[src/verilog/cct_pkg.sv]
// Purpose: Shared constants and types for the capture/compare timer.
// Assumes: One clock domain; count sources arrive as one-cycle tick enables.
// Notes: The named encodings of the count-source select field (SRC_OSC40, SRC_FASTFREE) live here.
`default_nettype none
package cct_pkg;
  localparam int CNT_W = 16;
  localparam int NCH = 4;
  localparam int SRC_W = 3;
  localparam int NSRC = 8;
  localparam int FILT_TAPS = 3;
  localparam int CH_A = 0;
  localparam logic [SRC_W-1:0] SRC_OSC40 = 3'h6;
  localparam logic [SRC_W-1:0] SRC_FASTFREE = 3'h7;
  localparam logic [1:0] EDGE_RISE = 2'h0;
  localparam logic [1:0] EDGE_FALL = 2'h1;
  localparam logic [15:0] CNT_RST = 16'h0000;
  localparam logic [15:0] GR_RST = 16'hFFFF;
  localparam logic [3:0] FLAG_RST = 4'h0;
  typedef enum {CNT_IDLE, CNT_RUN, CNT_HALT} cct_cnt_state_t;
endpackage
`default_nettype wire

[src/verilog/cct_timer.sv]
// Purpose: 16-bit up counter with four capture/compare channels.
// Assumes: All inputs synchronous to core_clk_i; ce_i low freezes all state.
// Notes: Counter and flag writes land one cycle late, as software expects.
`timescale 1ns/1ps
`default_nettype none
module cct_timer #(
  parameter int NUM_CH = cct_pkg::NCH
) (
  input wire logic core_clk_i,
  input wire logic rst_i,
  input wire logic ce_i,
  input wire logic count_start_bit_i,
  input wire logic compare_clear_enable_i,
  input wire logic [cct_pkg::SRC_W-1:0] count_source_select_i,
  input wire logic [cct_pkg::NSRC-1:0] src_tick_i,
  input wire logic two_phase_pwm_mode_i,
  input wire logic compare_stop_select_i,
  input wire logic cnt_wr_i,
  input wire logic [cct_pkg::CNT_W-1:0] cnt_wdata_i,
  input wire logic flag_wr_i,
  input wire logic [cct_pkg::NCH-1:0] flag_wdata_i,
  input wire logic [cct_pkg::NCH-1:0] gr_wr_i,
  input wire logic [cct_pkg::CNT_W-1:0] gr_wdata_i,
  input wire logic [cct_pkg::NCH-1:0] capture_mode_i,
  input wire logic [cct_pkg::NCH-1:0] edge_select_low_i,
  input wire logic [cct_pkg::NCH-1:0] edge_select_high_i,
  input wire logic [cct_pkg::NCH-1:0] filter_enable_i,
  input wire logic filter_tick_i,
  input wire logic [cct_pkg::NCH-1:0] channel_io_pin_i,
  output logic [cct_pkg::CNT_W-1:0] counter_value_o,
  output logic [cct_pkg::NCH-1:0] timer_flag_status_o,
  output logic [cct_pkg::NCH-1:0][cct_pkg::CNT_W-1:0] channel_general_reg_o,
  output logic count_running_o
);
  import cct_pkg::*;

  if (NUM_CH != NCH) begin : g_bad_ch
    $error("NUM_CH must equal the channel count of the register layout.");
  end

  cct_cnt_state_t st, next_st;
  logic [CNT_W-1:0] counter, next_counter;
  logic [NCH-1:0] flags, next_flags;
  logic [NCH-1:0][CNT_W-1:0] gr, next_gr;
  logic cnt_wr_q, next_cnt_wr_q;
  logic [CNT_W-1:0] cnt_wdata_q, next_cnt_wdata_q;
  logic flag_wr_q, next_flag_wr_q;
  logic [NCH-1:0] flag_wdata_q, next_flag_wdata_q;
  logic [NCH-1:0] edge_hit;
  logic tick, match_a, stop_at_a;
  logic running, next_running;

  // Source select.
  // Encoding SRC_OSC40 picks the 40 MHz tick; each encoding indexes its tick lane.
  assign tick = src_tick_i[count_source_select_i];
  assign match_a = (counter == gr[CH_A]);
  assign stop_at_a = two_phase_pwm_mode_i & compare_stop_select_i;

  // Capture front end: pin sample, optional three-sample filter, edge select.
  for (genvar j = 0; j < NCH; j++) begin : g_cap
    logic pin_s, next_pin_s, lvl_q, next_lvl_q, filt_lvl, next_filt_lvl, lvl, hit;
    logic [FILT_TAPS-1:0] sh, next_sh;
    assign lvl = filter_enable_i[j] ? filt_lvl : pin_s;
    always_comb begin
      next_pin_s = channel_io_pin_i[j];
      next_lvl_q = lvl;
      next_sh = sh;
      next_filt_lvl = filt_lvl;
      if (filter_tick_i) begin
        next_sh = {sh[FILT_TAPS-2:0], pin_s};
        // A level passes only once every tap agrees, which rejects short glitches.
        if (&next_sh) begin
          next_filt_lvl = 1'b1;
        end else if (~|next_sh) begin
          next_filt_lvl = 1'b0;
        end
      end
    end
    always_ff @(posedge core_clk_i) begin
      if (rst_i) begin
        pin_s <= 1'b0;
        lvl_q <= 1'b0;
        sh <= '0;
        filt_lvl <= 1'b0;
      end else if (ce_i) begin
        pin_s <= next_pin_s;
        lvl_q <= next_lvl_q;
        sh <= next_sh;
        filt_lvl <= next_filt_lvl;
      end
    end
    // Edge select.
    // Bits 00 rising, 01 falling, 1x both edges.
    always_comb begin
      case ({edge_select_high_i[j], edge_select_low_i[j]})
        EDGE_RISE: hit = lvl & ~lvl_q;
        EDGE_FALL: hit = ~lvl & lvl_q;
        default: hit = lvl ^ lvl_q;
      endcase
    end
    // Each lane drives its own bit, so no two processes share one variable.
    assign edge_hit[j] = hit;
  end

  always_comb begin
    next_st = st;
    next_counter = counter;
    next_flags = flags;
    next_gr = gr;
    next_cnt_wr_q = cnt_wr_i;
    next_cnt_wdata_q = cnt_wdata_i;
    next_flag_wr_q = flag_wr_i;
    next_flag_wdata_q = flag_wdata_i;
    case (st)
      CNT_IDLE: begin
        if (count_start_bit_i) begin
          next_st = CNT_RUN;
        end
      end
      CNT_RUN: begin
        if (!count_start_bit_i) begin
          next_st = CNT_IDLE;
        end else if (tick && match_a && stop_at_a) begin
          next_st = CNT_HALT;
        end
      end
      CNT_HALT: begin
        if (!count_start_bit_i) begin
          next_st = CNT_IDLE;
        end
      end
      default: next_st = CNT_IDLE;
    endcase
    // The running output is registered so that it leaves the block from a flop.
    next_running = (next_st == CNT_RUN);
    // Delayed counter write.
    // The write sits one cycle in a holding stage, so a back-to-back read sees the old count.
    if (cnt_wr_q) begin
      next_counter = cnt_wdata_q;
    end
    if (st == CNT_RUN && count_start_bit_i && tick) begin
      if (match_a && compare_clear_enable_i) begin
        next_counter = '0;
      end else if (!(match_a && stop_at_a) && !cnt_wr_q) begin
        next_counter = counter + 16'h0001;
      end
    end
    if (flag_wr_q) begin
      next_flags = flag_wdata_q;
    end
    for (int j = 0; j < NCH; j++) begin
      if (gr_wr_i[j]) begin
        next_gr[j] = gr_wdata_i;
      end
      if (capture_mode_i[j]) begin
        if (edge_hit[j]) begin
          // Capture and flag.
          // Hardware set wins over a same-cycle flag write; capture works while stopped.
          next_gr[j] = counter;
          next_flags[j] = 1'b1;
        end
      end else if (st == CNT_RUN && tick && counter == gr[j]) begin
        next_flags[j] = 1'b1;
      end
    end
  end

  always_ff @(posedge core_clk_i) begin
    if (rst_i) begin
      st <= CNT_IDLE;
      running <= 1'b0;
      counter <= CNT_RST;
      flags <= FLAG_RST;
      gr <= {NCH{GR_RST}};
      cnt_wr_q <= 1'b0;
      cnt_wdata_q <= CNT_RST;
      flag_wr_q <= 1'b0;
      flag_wdata_q <= FLAG_RST;
    end else if (ce_i) begin
      st <= next_st;
      running <= next_running;
      counter <= next_counter;
      flags <= next_flags;
      gr <= next_gr;
      cnt_wr_q <= next_cnt_wr_q;
      cnt_wdata_q <= next_cnt_wdata_q;
      flag_wr_q <= next_flag_wr_q;
      flag_wdata_q <= next_flag_wdata_q;
    end
  end

  assign counter_value_o = counter;
  assign timer_flag_status_o = flags;
  assign channel_general_reg_o = gr;
  assign count_running_o = running;

  clear_match_a: assert property (@(posedge core_clk_i) disable iff (rst_i)
    (ce_i && st == CNT_RUN && count_start_bit_i && tick && match_a && compare_clear_enable_i)
    |=> (counter_value_o == 16'h0000))
    else $error("Counter did not clear on register A match.");

  clear_wins_a: assert property (@(posedge core_clk_i) disable iff (rst_i)
    (ce_i && cnt_wr_q && cnt_wdata_q != 16'h0000 && st == CNT_RUN && count_start_bit_i && tick
     && match_a && compare_clear_enable_i) |=> (counter_value_o == 16'h0000))
    else $error("Counter write beat the match clear.");

  cnt_write_lat_a: assert property (@(posedge core_clk_i) disable iff (rst_i)
    (ce_i && cnt_wr_i && !cnt_wr_q && st == CNT_IDLE && !count_start_bit_i)
    ##1 (ce_i && st == CNT_IDLE && !count_start_bit_i)
    |-> (counter_value_o == $past(counter_value_o)) ##1 (counter_value_o == $past(cnt_wdata_i, 2)))
    else $error("Counter write did not land one cycle late.");

  flag_write_lat_a: assert property (@(posedge core_clk_i) disable iff (rst_i)
    (ce_i && flag_wr_i) ##1 ce_i
    |=> ((timer_flag_status_o & $past(flag_wdata_i, 2)) == $past(flag_wdata_i, 2)))
    else $error("Written flags did not appear after the delay.");

  capture_copy_a: assert property (@(posedge core_clk_i) disable iff (rst_i)
    (ce_i && capture_mode_i[0] && edge_hit[0])
    |=> (channel_general_reg_o[0] == $past(counter_value_o)))
    else $error("Capture did not copy the counter.");

  capture_flag_a: assert property (@(posedge core_clk_i) disable iff (rst_i)
    (ce_i && capture_mode_i[1] && edge_hit[1]) |=> timer_flag_status_o[1])
    else $error("Capture edge did not set the channel flag.");

  pwm_stop_a: assert property (@(posedge core_clk_i) disable iff (rst_i)
    (ce_i && st == CNT_RUN && count_start_bit_i && tick && match_a && stop_at_a)
    |=> (st == CNT_HALT && !count_running_o))
    else $error("Two-phase PWM did not halt at register A match.");

  halt_hold_a: assert property (@(posedge core_clk_i) disable iff (rst_i)
    (ce_i && st == CNT_HALT && !cnt_wr_q) |=> $stable(counter_value_o))
    else $error("Counter moved while halted.");

  count_inc_a: assert property (@(posedge core_clk_i) disable iff (rst_i)
    (ce_i && st == CNT_RUN && count_start_bit_i && tick && !cnt_wr_q && !match_a)
    |=> (counter_value_o == $past(counter_value_o) + 16'h0001))
    else $error("Counter did not advance on a tick.");

  idle_hold_a: assert property (@(posedge core_clk_i) disable iff (rst_i)
    (ce_i && st == CNT_IDLE && !cnt_wr_q) |=> $stable(counter_value_o))
    else $error("Counter moved while stopped.");
endmodule
`default_nettype wire

[config.mk]
export PLATFORM = sky130hd
export DESIGN_NAME = cct_timer
export DESIGN_NICKNAME = d
export VERILOG_FILES = /design/src/verilog/cct_pkg.sv /design/src/verilog/cct_timer.sv
export SDC_FILE = /design/constraint.sdc
export NUM_CORES = 1
export LEC_CHECK = 0
export ABC_CLOCK_PERIOD_IN_PS = 3300
export BUFFER_PORTS_ARGS = -buffer_cell sky130_fd_sc_hd__buf_2
export CAP_MARGIN = 25
export CORE_UTILIZATION = 40
export DETAILED_ROUTE_END_ITERATION = 10
export SLEW_MARGIN = 5
export SYNTH_ARGS = -nofsm -noshare
export SYNTH_HDL_FRONTEND = slang
export SYNTH_SLANG_ARGS = --single-unit
[constraint.sdc]
create_clock -name core_clk_i -period 3.3 [get_ports core_clk_i]
set_input_delay 0.33 -clock core_clk_i [delete_from_list [all_inputs] [get_ports core_clk_i]]
set_output_delay 0.33 -clock core_clk_i [all_outputs]
set_load 0.005 [all_outputs]
* After elaboration in Yosys (flattened, before gate mapping)
Index checks and enable logic that the tools add are counted.
** Storage, ports and cells
- Flip-flop bits (word level) :: 159
- Bits in latches :: 0
- Bits in writable memories :: 0
- Memory bits (read-only) :: 0
- Input port bits :: 81
- Output and inout port bits :: 85
- Word-level logic and storage cells :: 151
- Memories kept :: 0
** Operators by class
- $add $sub $neg :: 1
- $mul :: 0
- Divide/modulo/power cells :: 0
- Order comparisons :: 1
- Equal/unequal tests :: 16
- Shift operators :: 0
- Muxes and demuxes :: 52
- Bitwise operators :: 21
- Reductions and logical operators :: 32
** Operator list (count)
- two-way mux 16 bit :: 16
- two-way mux 32 bit :: 4
- equality test 32 x 2 -> 1 bit, second input constant :: 3
- case mux 32 bit (3 select lines) :: 1
- equality test 16 bit :: 4
- equality test 32 x 1 -> 1 bit, second input constant :: 1
- logical NOT 32 bit :: 1
- two-way mux 1 bit :: 25
- AND reduction 3 bit :: 8
- adder 16 x 1 -> 16 bit, second input constant :: 1
- logical AND 1 bit :: 12
- OR reduction 3 bit :: 4
- bitwise AND 1 bit :: 9
- equality test 2 x 1 -> 1 bit, second input constant :: 4
- logical NOT 2 bit :: 4
- != test 2 bit, second input constant :: 4
- inverter 1 bit :: 8
- case mux 1 bit (2 select lines) :: 4
- < comparator 3 x 4 -> 1 bit, second input constant :: 1
- two-way mux 4 bit :: 1
- bitwise XOR 1 bit :: 4
- binary-select mux 1 bit (select 3 bit) :: 1
- logical NOT 1 bit :: 2
- AND reduction 2 bit :: 1

* Logic depth before layout (Yosys ltp)
Gate-level depths: netlist of run 1.
- Depth after elaboration :: 8
- Depth in mapped cells :: 10

* Worst setup path after synthesis of run 1
OpenSTA, ideal clock, no wires.
- Kind :: reg-to-reg
- Start :: register st[11]
- End :: register counter[14] (netlist: counter_value_o[14])
- Arrival :: 2.416 ns
- Data required time :: 3.183 ns
- Path slack :: 0.767 ns
- Stages on the path, launching flop included :: 8
- Path buffers :: 0
- Clock period less this slack :: 2.533 ns
- Cells stage by stage :: dfxtp_1 nor4_2 nand4_1 or4_4 a2111o_1 or2_1 o221a_1 o22a_1
** On the way
- Longest elaborated chain between the ends :: 4
** RTL lines
- start, declared :: RTL line cct_timer.sv:41 : cct_cnt_state_t st, next_st;
- start signal, assigned :: RTL line cct_timer.sv:180 : st <= next_st;
- equality test 32 x 2 -> 1 bit :: RTL line cct_timer.sv:141 : if (st == CNT_RUN && count_start_bit_i && tick) begin
- logical AND 1 bit (2 in series) :: RTL line cct_timer.sv:141
- two-way mux 16 bit :: RTL line cct_timer.sv:141
- end signal, assigned :: RTL line cct_timer.sv:182 : counter <= next_counter;
- end, declared :: RTL line cct_timer.sv:42 : logic [CNT_W-1:0] counter, next_counter;
No other way between the ends.
A chain may end at the register's enable or synchronous reset.

* Final worst setup path of run 1
- Start :: register st[3]
- End :: register counter[15] (netlist: counter_value_o[15])
Same word-level chain as after synthesis.

==> results.yml, run 1 <==
drt:
  routedWlPerCell_um: 19.09
  drc: 0
  firstDrtPassIters: 5
  wirelength_um: 25740
  via_per_inst: 5.526
  vias: 7449
  dr.first_iter.drc_count: 750
  ant_nets: 0
floorplanning:
  fp.dieW_um: 141.5
  core-area_um2: 18890
  fp.dieH_um: 141.5
  dieArea_um2: 20010
  fp-row-count: 50
  initial_core_util_pct: 41.18
  ios: 166
logic_synthesis:
  synthCells: 931
  ys_seq_area_share_pct: 40.91
  synth_flop_cell: "dfxtp_1"
  synth.net_count: 1021
  synth_top_area_share_pct: 40.91
  synth_edf_count: 0
  yosysTopAreaCell: "dfxtp_1"
  syn_area_um2: 7780
  synthArstFlopShare_pct: 0
  syn-mean-instance-area_um2: 8.357
  yosys_warnings: 0
  synth.area.top_cells: "dfxtp_1 (41%), a21oi_1 (9.5%), and3_1 (6.0%)"
  ys_seq_elements: 159
  yosysUniqueCellTypes: 55
timing:
  fin_tns_setup_ns: 0
  slew_viol_final: 0
  fin_crit_ns: 2.763
  hold_violations: 0
  min_period_over_period_pct: 83.73
  rsz0062_at_grt: "false"
  finalSetupViolCount: 0
  max_clock_freq_mhz: 361.9
  worst-slew-pin-transition_ns: 0.7348
  worst_clock_skew_ns: 0.009132
  relSlewSlack_pct: 50.37
grt:
  grt_pass1_vias: 6733
  antenna_found_initial: 1
  overflow: 0
  grt_pass1_wl_um: 39020
  track_usage_pct: 25.82
  grt_max_degree: 66
placement:
  place_area_um2: 8915
  place.gp.congestion: 0.8865
  hpwlAfterDp_um: 17780
  io_buffers: 165
worst_setup_path:
  cp_top_family: "simple AND/OR/NAND/NOR gates"
  worstReg2RegStart: "st[3]$_SDFFE_PP0P_"
  crit_start: "st[3]$_SDFFE_PP0P_"
  endpoint_kind: "flop"
  crit_path_cell_trace: "nor4_2 > nand4_1 > or4_4 > a2111oi_4 > nand2_1 > or4_1 > a31oi_1"
  path_max_fanout: 6
  worstPathBufferInverterCount: 0
  max_stage_delay_ns: 0.60
  critical_path_class: "reg -> reg"
  cp-start-kind: "flop"
  critPathCapture: "counter_value_o[15]$_SDFFE_PP0P_"
  regToRegSetupSlack_ns: 0.54
  arrival_ns: 3.12
  worst_r2r_path_depth: 7
  r2r_end: "counter_value_o[15]$_SDFFE_PP0P_"
  crit_required_ns: 3.65
  cp_slowest_cell: "or4_4"
  path_depth: 7
cts:
  cts_tree: "done"
  cts_root_buf: "clkbuf_16"
  clock_latency_ns: 0.43
  htree_levels: 4
  cts_sinks: 159
  holdBufCountCts: 0
  cts_made_buffers: 17
  clk_pin_slew_ns: 0.07
  cts_resized: 0
  cts_setup_buffers: 0
  cts_buffer_depth: 2
min_path:
  worstHoldPathType: "in -> reg"
  min_from: "cnt_wdata_i[11]"
power_and_ir_drop:
  power.density_nw_per_um2: 511.7
  p_leak_uw: 0.004059
  internal_power_uw: 3617
  pwr-share-clk_pct: 44.2
  vdd_drop_max_mv: 0.3582
  switchingPower_uw: 1273
  power.share.combinational_pct: 12.7
  seqPwrFrac_pct: 43.1
  swShare_pct: 26.04
status:
  outcome: "complete, no violations"
job:
  drv_cap: 0
layout:
  area_growth_pct: 22.85
  drive_gt1_share_pct: 22.52
  fillCellCount: 1886
  antenna_cells: 0
  num-nets-final: 1165
  design_area_um2: 9558
==> cells in the mapped netlist, types with 3 or more instances <==
cell type and count:
mux2_2 4, mux2i_1 32, nand3_1 9, dfxtp_1 159, a221oi_1 3, o31ai_1 4
clkbuf_1 62, and2_1 36, nor4_1 16, nor2_1 43, nor2b_1 3, and3_1 74
o21ai_0 32, xnor2_1 18, nand2_1 53, o21ai_1 57, xor2_1 50, a32oi_1 4
a211oi_1 9, ha_1 9, a31oi_1 3, nor4_2 4, nor3_1 11, buf_1 13
o41ai_1 3, a21oi_1 147, nand4_1 13, o211ai_1 5, o211a_1 6, inv_1 20
==> sequential cells by signal, summed over array words and instances, names as in the netlist <==
register and cells:
flag_wr_q 1, timer_flag_status_o 4, cnt_wdata_q 16, flag_wdata_q 4, count_running_o 1, cnt_wr_q 1
g_cap.sh 8, g_cap.pin_s 4, g_cap.lvl_q 4, counter_value_o 16, st 32, channel_general_reg_o 64
g_cap.filt_lvl 4
==> cell type report <==
class / count / area, µm² / share of cell area (%)
clock buffer: 17 / 425.4 / 4.451
timing repair buffer: 200 / 1091 / 11.42
tap: 260 / 325.3 / 3.404
clock inverter: 15 / 217.7 / 2.278
inverter: 20 / 75.07 / 0.7854
multi-input combinational: 677 / 4240 / 44.36
sequential: 159 / 3183 / 33.30
==> worst reg2reg max path, stage by stage (launching register included) <==
cell       delay (ns)
dfxtp_1          0.31
nor4_2           0.31
nand4_1          0.20
or4_4            0.60
a2111oi_4        0.49
nand2_1          0.12
or4_1            0.48
a31oi_1          0.18
==> metrics by stage <==
step / power (µW) / hold slack (ns) / setup WS, ns / cells / util [%]
final: 4891 / 0.1290 / 0.5370 / 1348 / 50.59
after global routing: 5075 / 0.1176 / 0.3312 / 1348 / 50.59
after CTS: 4913 / 0.1140 / 0.5593 / 1348 / 50.59
after detailed placement: 2765 / 0.4451 / 0.5801 / 1316 / 47.19
after global placement: 2761 / 0.4432 / 0.5962 / 1316 / 47.19
after floorplan: 2488 / 0.4302 / 0.7672 / 931 / -
==> logic make-up (layout without fill, tap and decap cells) <==
family | Yosys count | count (layout) | share of synthesized area [%]
AND/OR/NAND/NOR | 271 | 271 | 18.86
buffers and inverters | 95 | 252 | 4.583
multiplexers | 39 | 39 | 5.275
AO/OA/AOI/OAI | 290 | 290 | 21.26
XOR/XNOR | 68 | 68 | 7.655
adder cells (fa/ha/maj) | 9 | 9 | 1.447
flip-flops | 159 | 159 | 40.91
==> power groups by stage <==
stage          registers (µW)  clock network (µW)  logic, µW
5_1_grt                  2120                2280        680
3_3_place_gp             2150                   0        610
2_1_floorplan            2140                   0        351
3_5_place_dp             2150                   0        615
6_report                 2110                2160        621
4_1_cts                  2110                2190        617
==> cell usage in the layout (no fill, tap or decap), types with 36 or more instances in the layout <==
master and instances:
xor2_1 50, a21oi_1 147, and2_1 36, nand2_1 53
dfxtp_1 159, buf_4 36, nor2_1 43, and3_1 74
buf_2 164, o21ai_1 57
==> worst min-delay path by stage <==
stage / slack, ns / endpoint / cells past startpoint
6_report: 0.13 / cnt_wdata_q[11]$_SDFFE_PP0P_ / 3
4_1_cts: 0.11 / cnt_wdata_q[11]$_SDFFE_PP0P_ / 3
3_3_place_gp: 0.44 / st[31]$_SDFFE_PP0P_ / 1
2_1_floorplan: 0.43 / st[18]$_SDFFE_PP0P_ / 1
3_5_place_dp: 0.45 / st[22]$_SDFFE_PP0P_ / 1
5_1_grt: 0.12 / cnt_wdata_q[5]$_SDFFE_PP0P_ / 3
==> per-layer routing <==
metal	global-route usage, %	wire [µm]
met5	0	0
met4	10.98	703
met1	35.49	11400
met2	39.24	11460
met3	5.332	2181
(Power assumes the default switching activity.)
==> run 2: changes to the inputs <==
Settings changed: ABC_AREA set to 1, ABC_CLOCK_PERIOD_IN_PS 3300 to 2300.
Clock period 3.3 ns to 2.3 ns, I/O delays scaled along.
==> run 2 against run 1 <==
Clock-buffer cell count is 3 higher. Wire length grew 9.4%. Synthesized cell count rose by 32%. Sequential share of layout area down 3.2 points. Critical path type unchanged. Highest routed layer unchanged. Synthesized area up 12%.
==> results.yml, run 2 <==
floorplanning:
  ios: 166
  fp.dieH_um: 149.9
  initial_core_util_pct: 41.23
  dieArea_um2: 22470
  core-area_um2: 21220
  fp-row-count: 53
  fp.dieW_um: 149.9
worst_setup_path:
  path_max_fanout: 16
  worstPathBufferInverterCount: 2
  endpoint_kind: "flop"
  crit_path_cell_trace: "inv_4 > nand2_1 > nand2_1 > nor2_1 > nand2_2 > nor2_4 > nand3_4 > nand2_4 > inv_2 > nand2_4 > nand2_1 > nand2_1 > nand2_1 > a21oi_1"
  cp-start-kind: "flop"
  max_stage_delay_ns: 0.56
  crit_required_ns: 2.66
  cp_slowest_cell: "dfxtp_1"
  cp_top_family: "simple AND/OR/NAND/NOR gates"
  critPathMostFrequentCell: "nand2_1"
  arrival_ns: 2.49
  critical_path_class: "reg -> reg"
cts:
  cts_sinks: 159
  cts_buffer_depth: 2
  cts_root_buf: "clkbuf_16"
  clk_pin_slew_ns: 0.06
  clock_latency_ns: 0.44
  htree_levels: 4
  cts_made_buffers: 17
  cts_tree: "done"
placement:
  hpwlAfterDp_um: 20080
  place.gp.congestion: 0.8593
  io_buffers: 165
  place_area_um2: 9899
grt:
  antenna_found_initial: 0
  groute.layer.met1.usage_pct: 34.81
  track_usage_pct: 25.62
  grt_use_met2_pct: 40.14
  grt_max_degree: 75
  use_met3_pct: 5.579
  overflow: 0
  grt_pass1_vias: 8079
  grt.busiest_layer: "met2"
  grt_pass1_wl_um: 44740
layout:
  antenna_cells: 0
  final_common_cell: "nand2_1"
  design_area_um2: 10570
  largest_reg_flops: 64
  num-nets-final: 1469
  drive_gt1_share_pct: 24.66
  fillCellCount: 2190
  final_cell_mix: "nand2_1 (235), buf_2 (165), dfxtp_1 (159), nor2_1 (115), o21ai_0 (114)"
  area_growth_pct: 20.75
logic_synthesis:
  synth_compound_area_share_pct: 20.86
  synth-xor-area-share_pct: 3.489
  yosysTopAreaCell: "dfxtp_1"
  synth_top_family_by_area: "simple AND/OR/NAND/NOR gates"
  synthAdderAreaFrac_pct: 1.287
  synth.most_common_cell: "nand2_1"
  ys_seq_area_share_pct: 36.38
  synthArstFlopShare_pct: 0
  synth_mux_area_share_pct: 0.2574
  synth_edf_count: 0
  synth.area.top_cells: "dfxtp_1 (36%), nand2_1 (10%), o21ai_0 (6.7%)"
  synth_top_area_share_pct: 36.38
  syn-mean-instance-area_um2: 7.114
  synth.net_count: 1320
  syn_area_um2: 8750
  synthCells: 1230
  yosys.area_share.simple_pct: 28.23
  yosysUniqueCellTypes: 51
  yosys_warnings: 0
  synth_flop_cell: "dfxtp_1"
  ys_seq_elements: 159
  synthTopCellsByCount: "nand2_1 (236), dfxtp_1 (159), o21ai_0 (117), nor2_1 (115), inv_1 (84)"
timing:
  relSlewSlack_pct: 49.19
  hold_violations: 0
  worst-slew-pin-transition_ns: 0.7621
  min_period_over_period_pct: 92.58
  slew_viol_final: 0
  max_clock_freq_mhz: 469.6
  fin_crit_ns: 2.129
  rsz0062_at_grt: "false"
  worst_clock_skew_ns: 0.008543
  finalSetupViolCount: 0
  holdWs_ns: 0.01919
drt:
  vias: 8884
  routedWlPerCell_um: 16.90
  firstDrtPassIters: 5
  drc: 0
  via_per_inst: 5.333
  dr.first_iter.drc_count: 600
  ant_nets: 0
  wirelength_um: 28150
power_and_ir_drop:
  vdd_drop_max_mv: 0.4766
  p_leak_uw: 0.004690
  power.density_nw_per_um2: 698.5
min_path:
  worstHoldPathType: "in -> reg"
status:
  outcome: "complete, no violations"
job:
  drv_cap: 0
==> run 2: cell families (layout without fill, tap and decap cells) <==
logic type | count (synthesis) | after routing
xor+xnor | 34 | 34
fa+ha+maj | 9 | 9
flops | 159 | 159
mux | 2 | 2
simple gates | 534 | 534
compound gates | 308 | 308
buf+inv | 184 | 345
==> run 2: final cells by class <==
class | count | area (µm²) | share of cell area (%)
well taps | 275 | 344.1 | 3.257
clock inverters | 11 | 178.9 | 1.694
multi-input cells | 887 | 4765 | 45.10
flip-flops and latches | 159 | 3183 | 30.13
repair buffers | 213 | 1247 | 11.81
inverters | 101 | 400.4 | 3.790
clock buffers | 20 | 446.7 | 4.228
==> run 2: tightest hold or removal path, cell delays in order <==
cell    delay (ns)
buf_2         0.07
nor2_1        0.03
nor2_1        0.08
==> run 2: power breakdown <==
part           internal [µW]  leakage (µW)  switching (µW)  total, µW
Clock                   1860      0.000299            1230       3080
Combinational            473       0.00309             753       1230
Sequential              2910       0.00131             162       3070
==> run 2: worst paths after layout <==
check / from / endpoint / slack (ns) / cells after the start
setup / recovery: counter_value_o[7]$_SDFFE_PP0P_ / counter_value_o[2]$_SDFFE_PP0P_ / 0.17 / 14
hold / removal: cnt_wdata_i[8] / cnt_wdata_q[8]$_SDFFE_PP0P_ / 0.02 / 3
setup reg to reg: counter_value_o[7]$_SDFFE_PP0P_ / counter_value_o[2]$_SDFFE_PP0P_ / 0.17 / 14
hold reg to reg: st[6]$_SDFFE_PP0P_ / st[6]$_SDFFE_PP0P_ / 0.43 / 2
==> run 2: layer usage <==
| metal | vias up | part of all wire (%) |
|---|---|---|
| li1 | 4423 | - |
| met1 | 4058 | 45 |
| met2 | 361 | 45 |
| met3 | 42 | 8.1 |
| met4 | 0 | 2.1 |
| met5 | - | 0 |
==> run 2: through the flow <==
stage,std cells,setup slack (ns),util (%),TNS (ns),power (µW)
2_1_floorplan,1230,0.2760,-,0,3850
4_1_cts,1666,0.05266,49.62,0,7396
3_3_place_gp,1634,-0.05547,46.62,-0.5039,4319
3_5_place_dp,1635,0.04283,46.65,0,4333
5_1_grt,1666,0.002360,49.79,0,7700
6_report,1666,0.1707,49.79,0,7380
==> run 2: what timing repair did <==
action,4_1_cts,5_1_grt
buffers inserted,0,0
resized for setup,1,11
hold buffers,0,0
setup endpoints to repair,1,59
==> run 3: changes to the inputs <==
Settings changed: PLACE_DENSITY set to 0.61.
==> run 3 against run 2 <==
Wire length shrank 0.34%. Fmax shrank 0.92%. Hold slack lost 0.0015 ns. Clock skew shrank 0.00073 ns. Sequential cell count is the same. Clock power shrank 6%.
==> results.yml, run 3 (synthesis gave the netlist of run 2 again) <==
min_path:
  whs_path_depth: 3
  worstHoldPathType: "in -> reg"
  hold_end: "cnt_wdata_q[8]$_SDFFE_PP0P_"
  min_from: "cnt_wdata_i[8]"
worst_setup_path:
  arrival_ns: 2.48
  crit_required_ns: 2.63
  cp_slowest_cell: "dfxtp_1"
  critical_path_class: "reg -> reg"
  worstReg2RegStart: "g_cap[2].pin_s$_SDFFE_PP0P_"
  max_stage_delay_ns: 0.36
  crit_path_cell_trace: "inv_1 > o21ai_1 > ha_1 > a21boi_0 > o21ai_4 > nand2_1 > buf_4 > nor3_1 > o31ai_1"
  path_max_fanout: 17
  worst_r2r_path_depth: 9
  endpoint_kind: "flop"
  regToRegSetupSlack_ns: 0.15
  r2r_end: "channel_general_reg_o[35]$_SDFFE_PP1P_"
  cp-start-kind: "flop"
placement:
  io_buffers: 165
  hpwlAfterDp_um: 20020
  place.gp.congestion: 0.8598
  preCtsSetupSlack_ns: 0.06027
layout:
  drive_gt1_share_pct: 24.48
  final-seq-area_um2: 3183
  largest_reg_flops: 64
  final_cell_mix: "nand2_1 (236), buf_2 (165), dfxtp_1 (159), nor2_1 (115), o21ai_0 (114)"
  antenna_cells: 0
  final_common_cell: "nand2_1"
  fillCellCount: 2218
  area_growth_pct: 19.89
  num-nets-final: 1466
  multiInputGateArea_um2: 4755
timing:
  rsz0062_at_grt: "false"
  fin_crit_ns: 2.149
  finalSetupViolCount: 0
  worst_clock_skew_ns: 0.007818
  hold_violations: 0
  setup_ws_ns: 0.1509
  worst-slew-pin-transition_ns: 0.7494
  relSlewSlack_pct: 50.04
  min_period_over_period_pct: 93.44
  slew_viol_final: 0
  max_clock_freq_mhz: 465.3
cts:
  htree_levels: 4
  cts_sinks: 159
  cts_buffer_depth: 2
  cts_resized: 0
  cts_made_buffers: 17
  clk_pin_slew_ns: 0.07
  cts_setup_buffers: 0
  cts_tree: "done"
  holdBufCountCts: 0
  clock_latency_ns: 0.43
  cts_root_buf: "clkbuf_16"
grt:
  overflow: 0
  grt_pass1_vias: 8160
  grt_pass1_wl_um: 44570
  antenna_found_initial: 0
  track_usage_pct: 25.43
  grt_max_degree: 97
drt:
  wirelength_um: 28060
  routedWlPerCell_um: 16.86
  vias: 8903
  firstDrtPassIters: 5
  via_per_inst: 5.350
  ant_nets: 0
  dr.first_iter.drc_count: 574
  drc: 0
power_and_ir_drop:
  power_uw: 7163
  vdd_drop_max_mv: 0.5296
  p_leak_uw: 0.004650
  power.density_nw_per_um2: 682.8
floorplanning:
  core-area_um2: 21220
  fp-row-count: 53
  fp.dieW_um: 149.9
  initial_core_util_pct: 41.23
  dieArea_um2: 22470
  ios: 166
  fp.dieH_um: 149.9
status:
  outcome: "complete, no violations"
job:
  drv_cap: 0
## run 3: worst max path at each step
stage | start | to
6_report | g_cap[2].pin_s$_SDFFE_PP0P_ | channel_general_reg_o[35]$_SDFFE_PP1P_
3_3_place_gp | g_cap[0].pin_s$_SDFFE_PP0P_ | channel_general_reg_o[1]$_SDFFE_PP1P_
2_1_floorplan | g_cap[2].pin_s$_SDFFE_PP0P_ | channel_general_reg_o[47]$_SDFFE_PP1P_
3_5_place_dp | g_cap[2].pin_s$_SDFFE_PP0P_ | channel_general_reg_o[35]$_SDFFE_PP1P_
4_1_cts | g_cap[2].pin_s$_SDFFE_PP0P_ | channel_general_reg_o[35]$_SDFFE_PP1P_
5_1_grt | g_cap[2].pin_s$_SDFFE_PP0P_ | channel_general_reg_o[34]$_SDFFE_PP1P_
## run 3: area by class of cell
class	count	share of cell area [%]
flip-flops and latches	159	30.34
repair buffers	210	11.64
multi-input cells	887	45.32
clock inverters	15	1.539
well taps	275	3.280
inverters	101	3.817
clock buffers	17	4.055
## run 3: worst max-delay path, delay by kind of cell, from the launching register on
| family | cells | cell delay, ns |
|---|---|---|
| AOI/OAI and AO/OA | 4 | 0.91 |
| adders and majority gates | 1 | 0.29 |
| buffers and inverters | 2 | 0.33 |
| DFF | 1 | 0.36 |
| and+or+nand+nor | 2 | 0.15 |
## run 3: per-stage QoR
stage | TNS, ns | hold WS, ns | area (µm²) | std cells | utilization (%)
floorplan | 0 | 0.3649 | 8750 | 1230 | -
global placement | -0.2015 | 0.4165 | 9869 | 1631 | 46.51
finish | 0 | 0.01774 | 10490 | 1664 | 49.43
CTS | 0 | 0.01273 | 10460 | 1664 | 49.31
detailed placement | 0 | 0.4167 | 9877 | 1632 | 46.54
global route | 0 | 0.01414 | 10490 | 1664 | 49.43
## run 3: layer usage
layer  up-vias  global-route usage [%]  share of wire, %
met4         0                   8.232               2.1
li1       4418                       -                 -
met5         -                       0                 0
met2       339                   40.05                45
met1      4094                   35.05                45
met3        52                   4.360               7.3
## run 3: power breakdown
| group | internal, µW | total [µW] | switching (µW) | leakage, µW |
|---|---|---|---|---|
| logic | 468 | 1220 | 748 | 0.00307 |
| clock network | 1610 | 2880 | 1260 | 0.000277 |
| registers | 2910 | 3070 | 163 | 0.00131 |
| total | 4990 | 7160 | 2180 | 0.00465 |
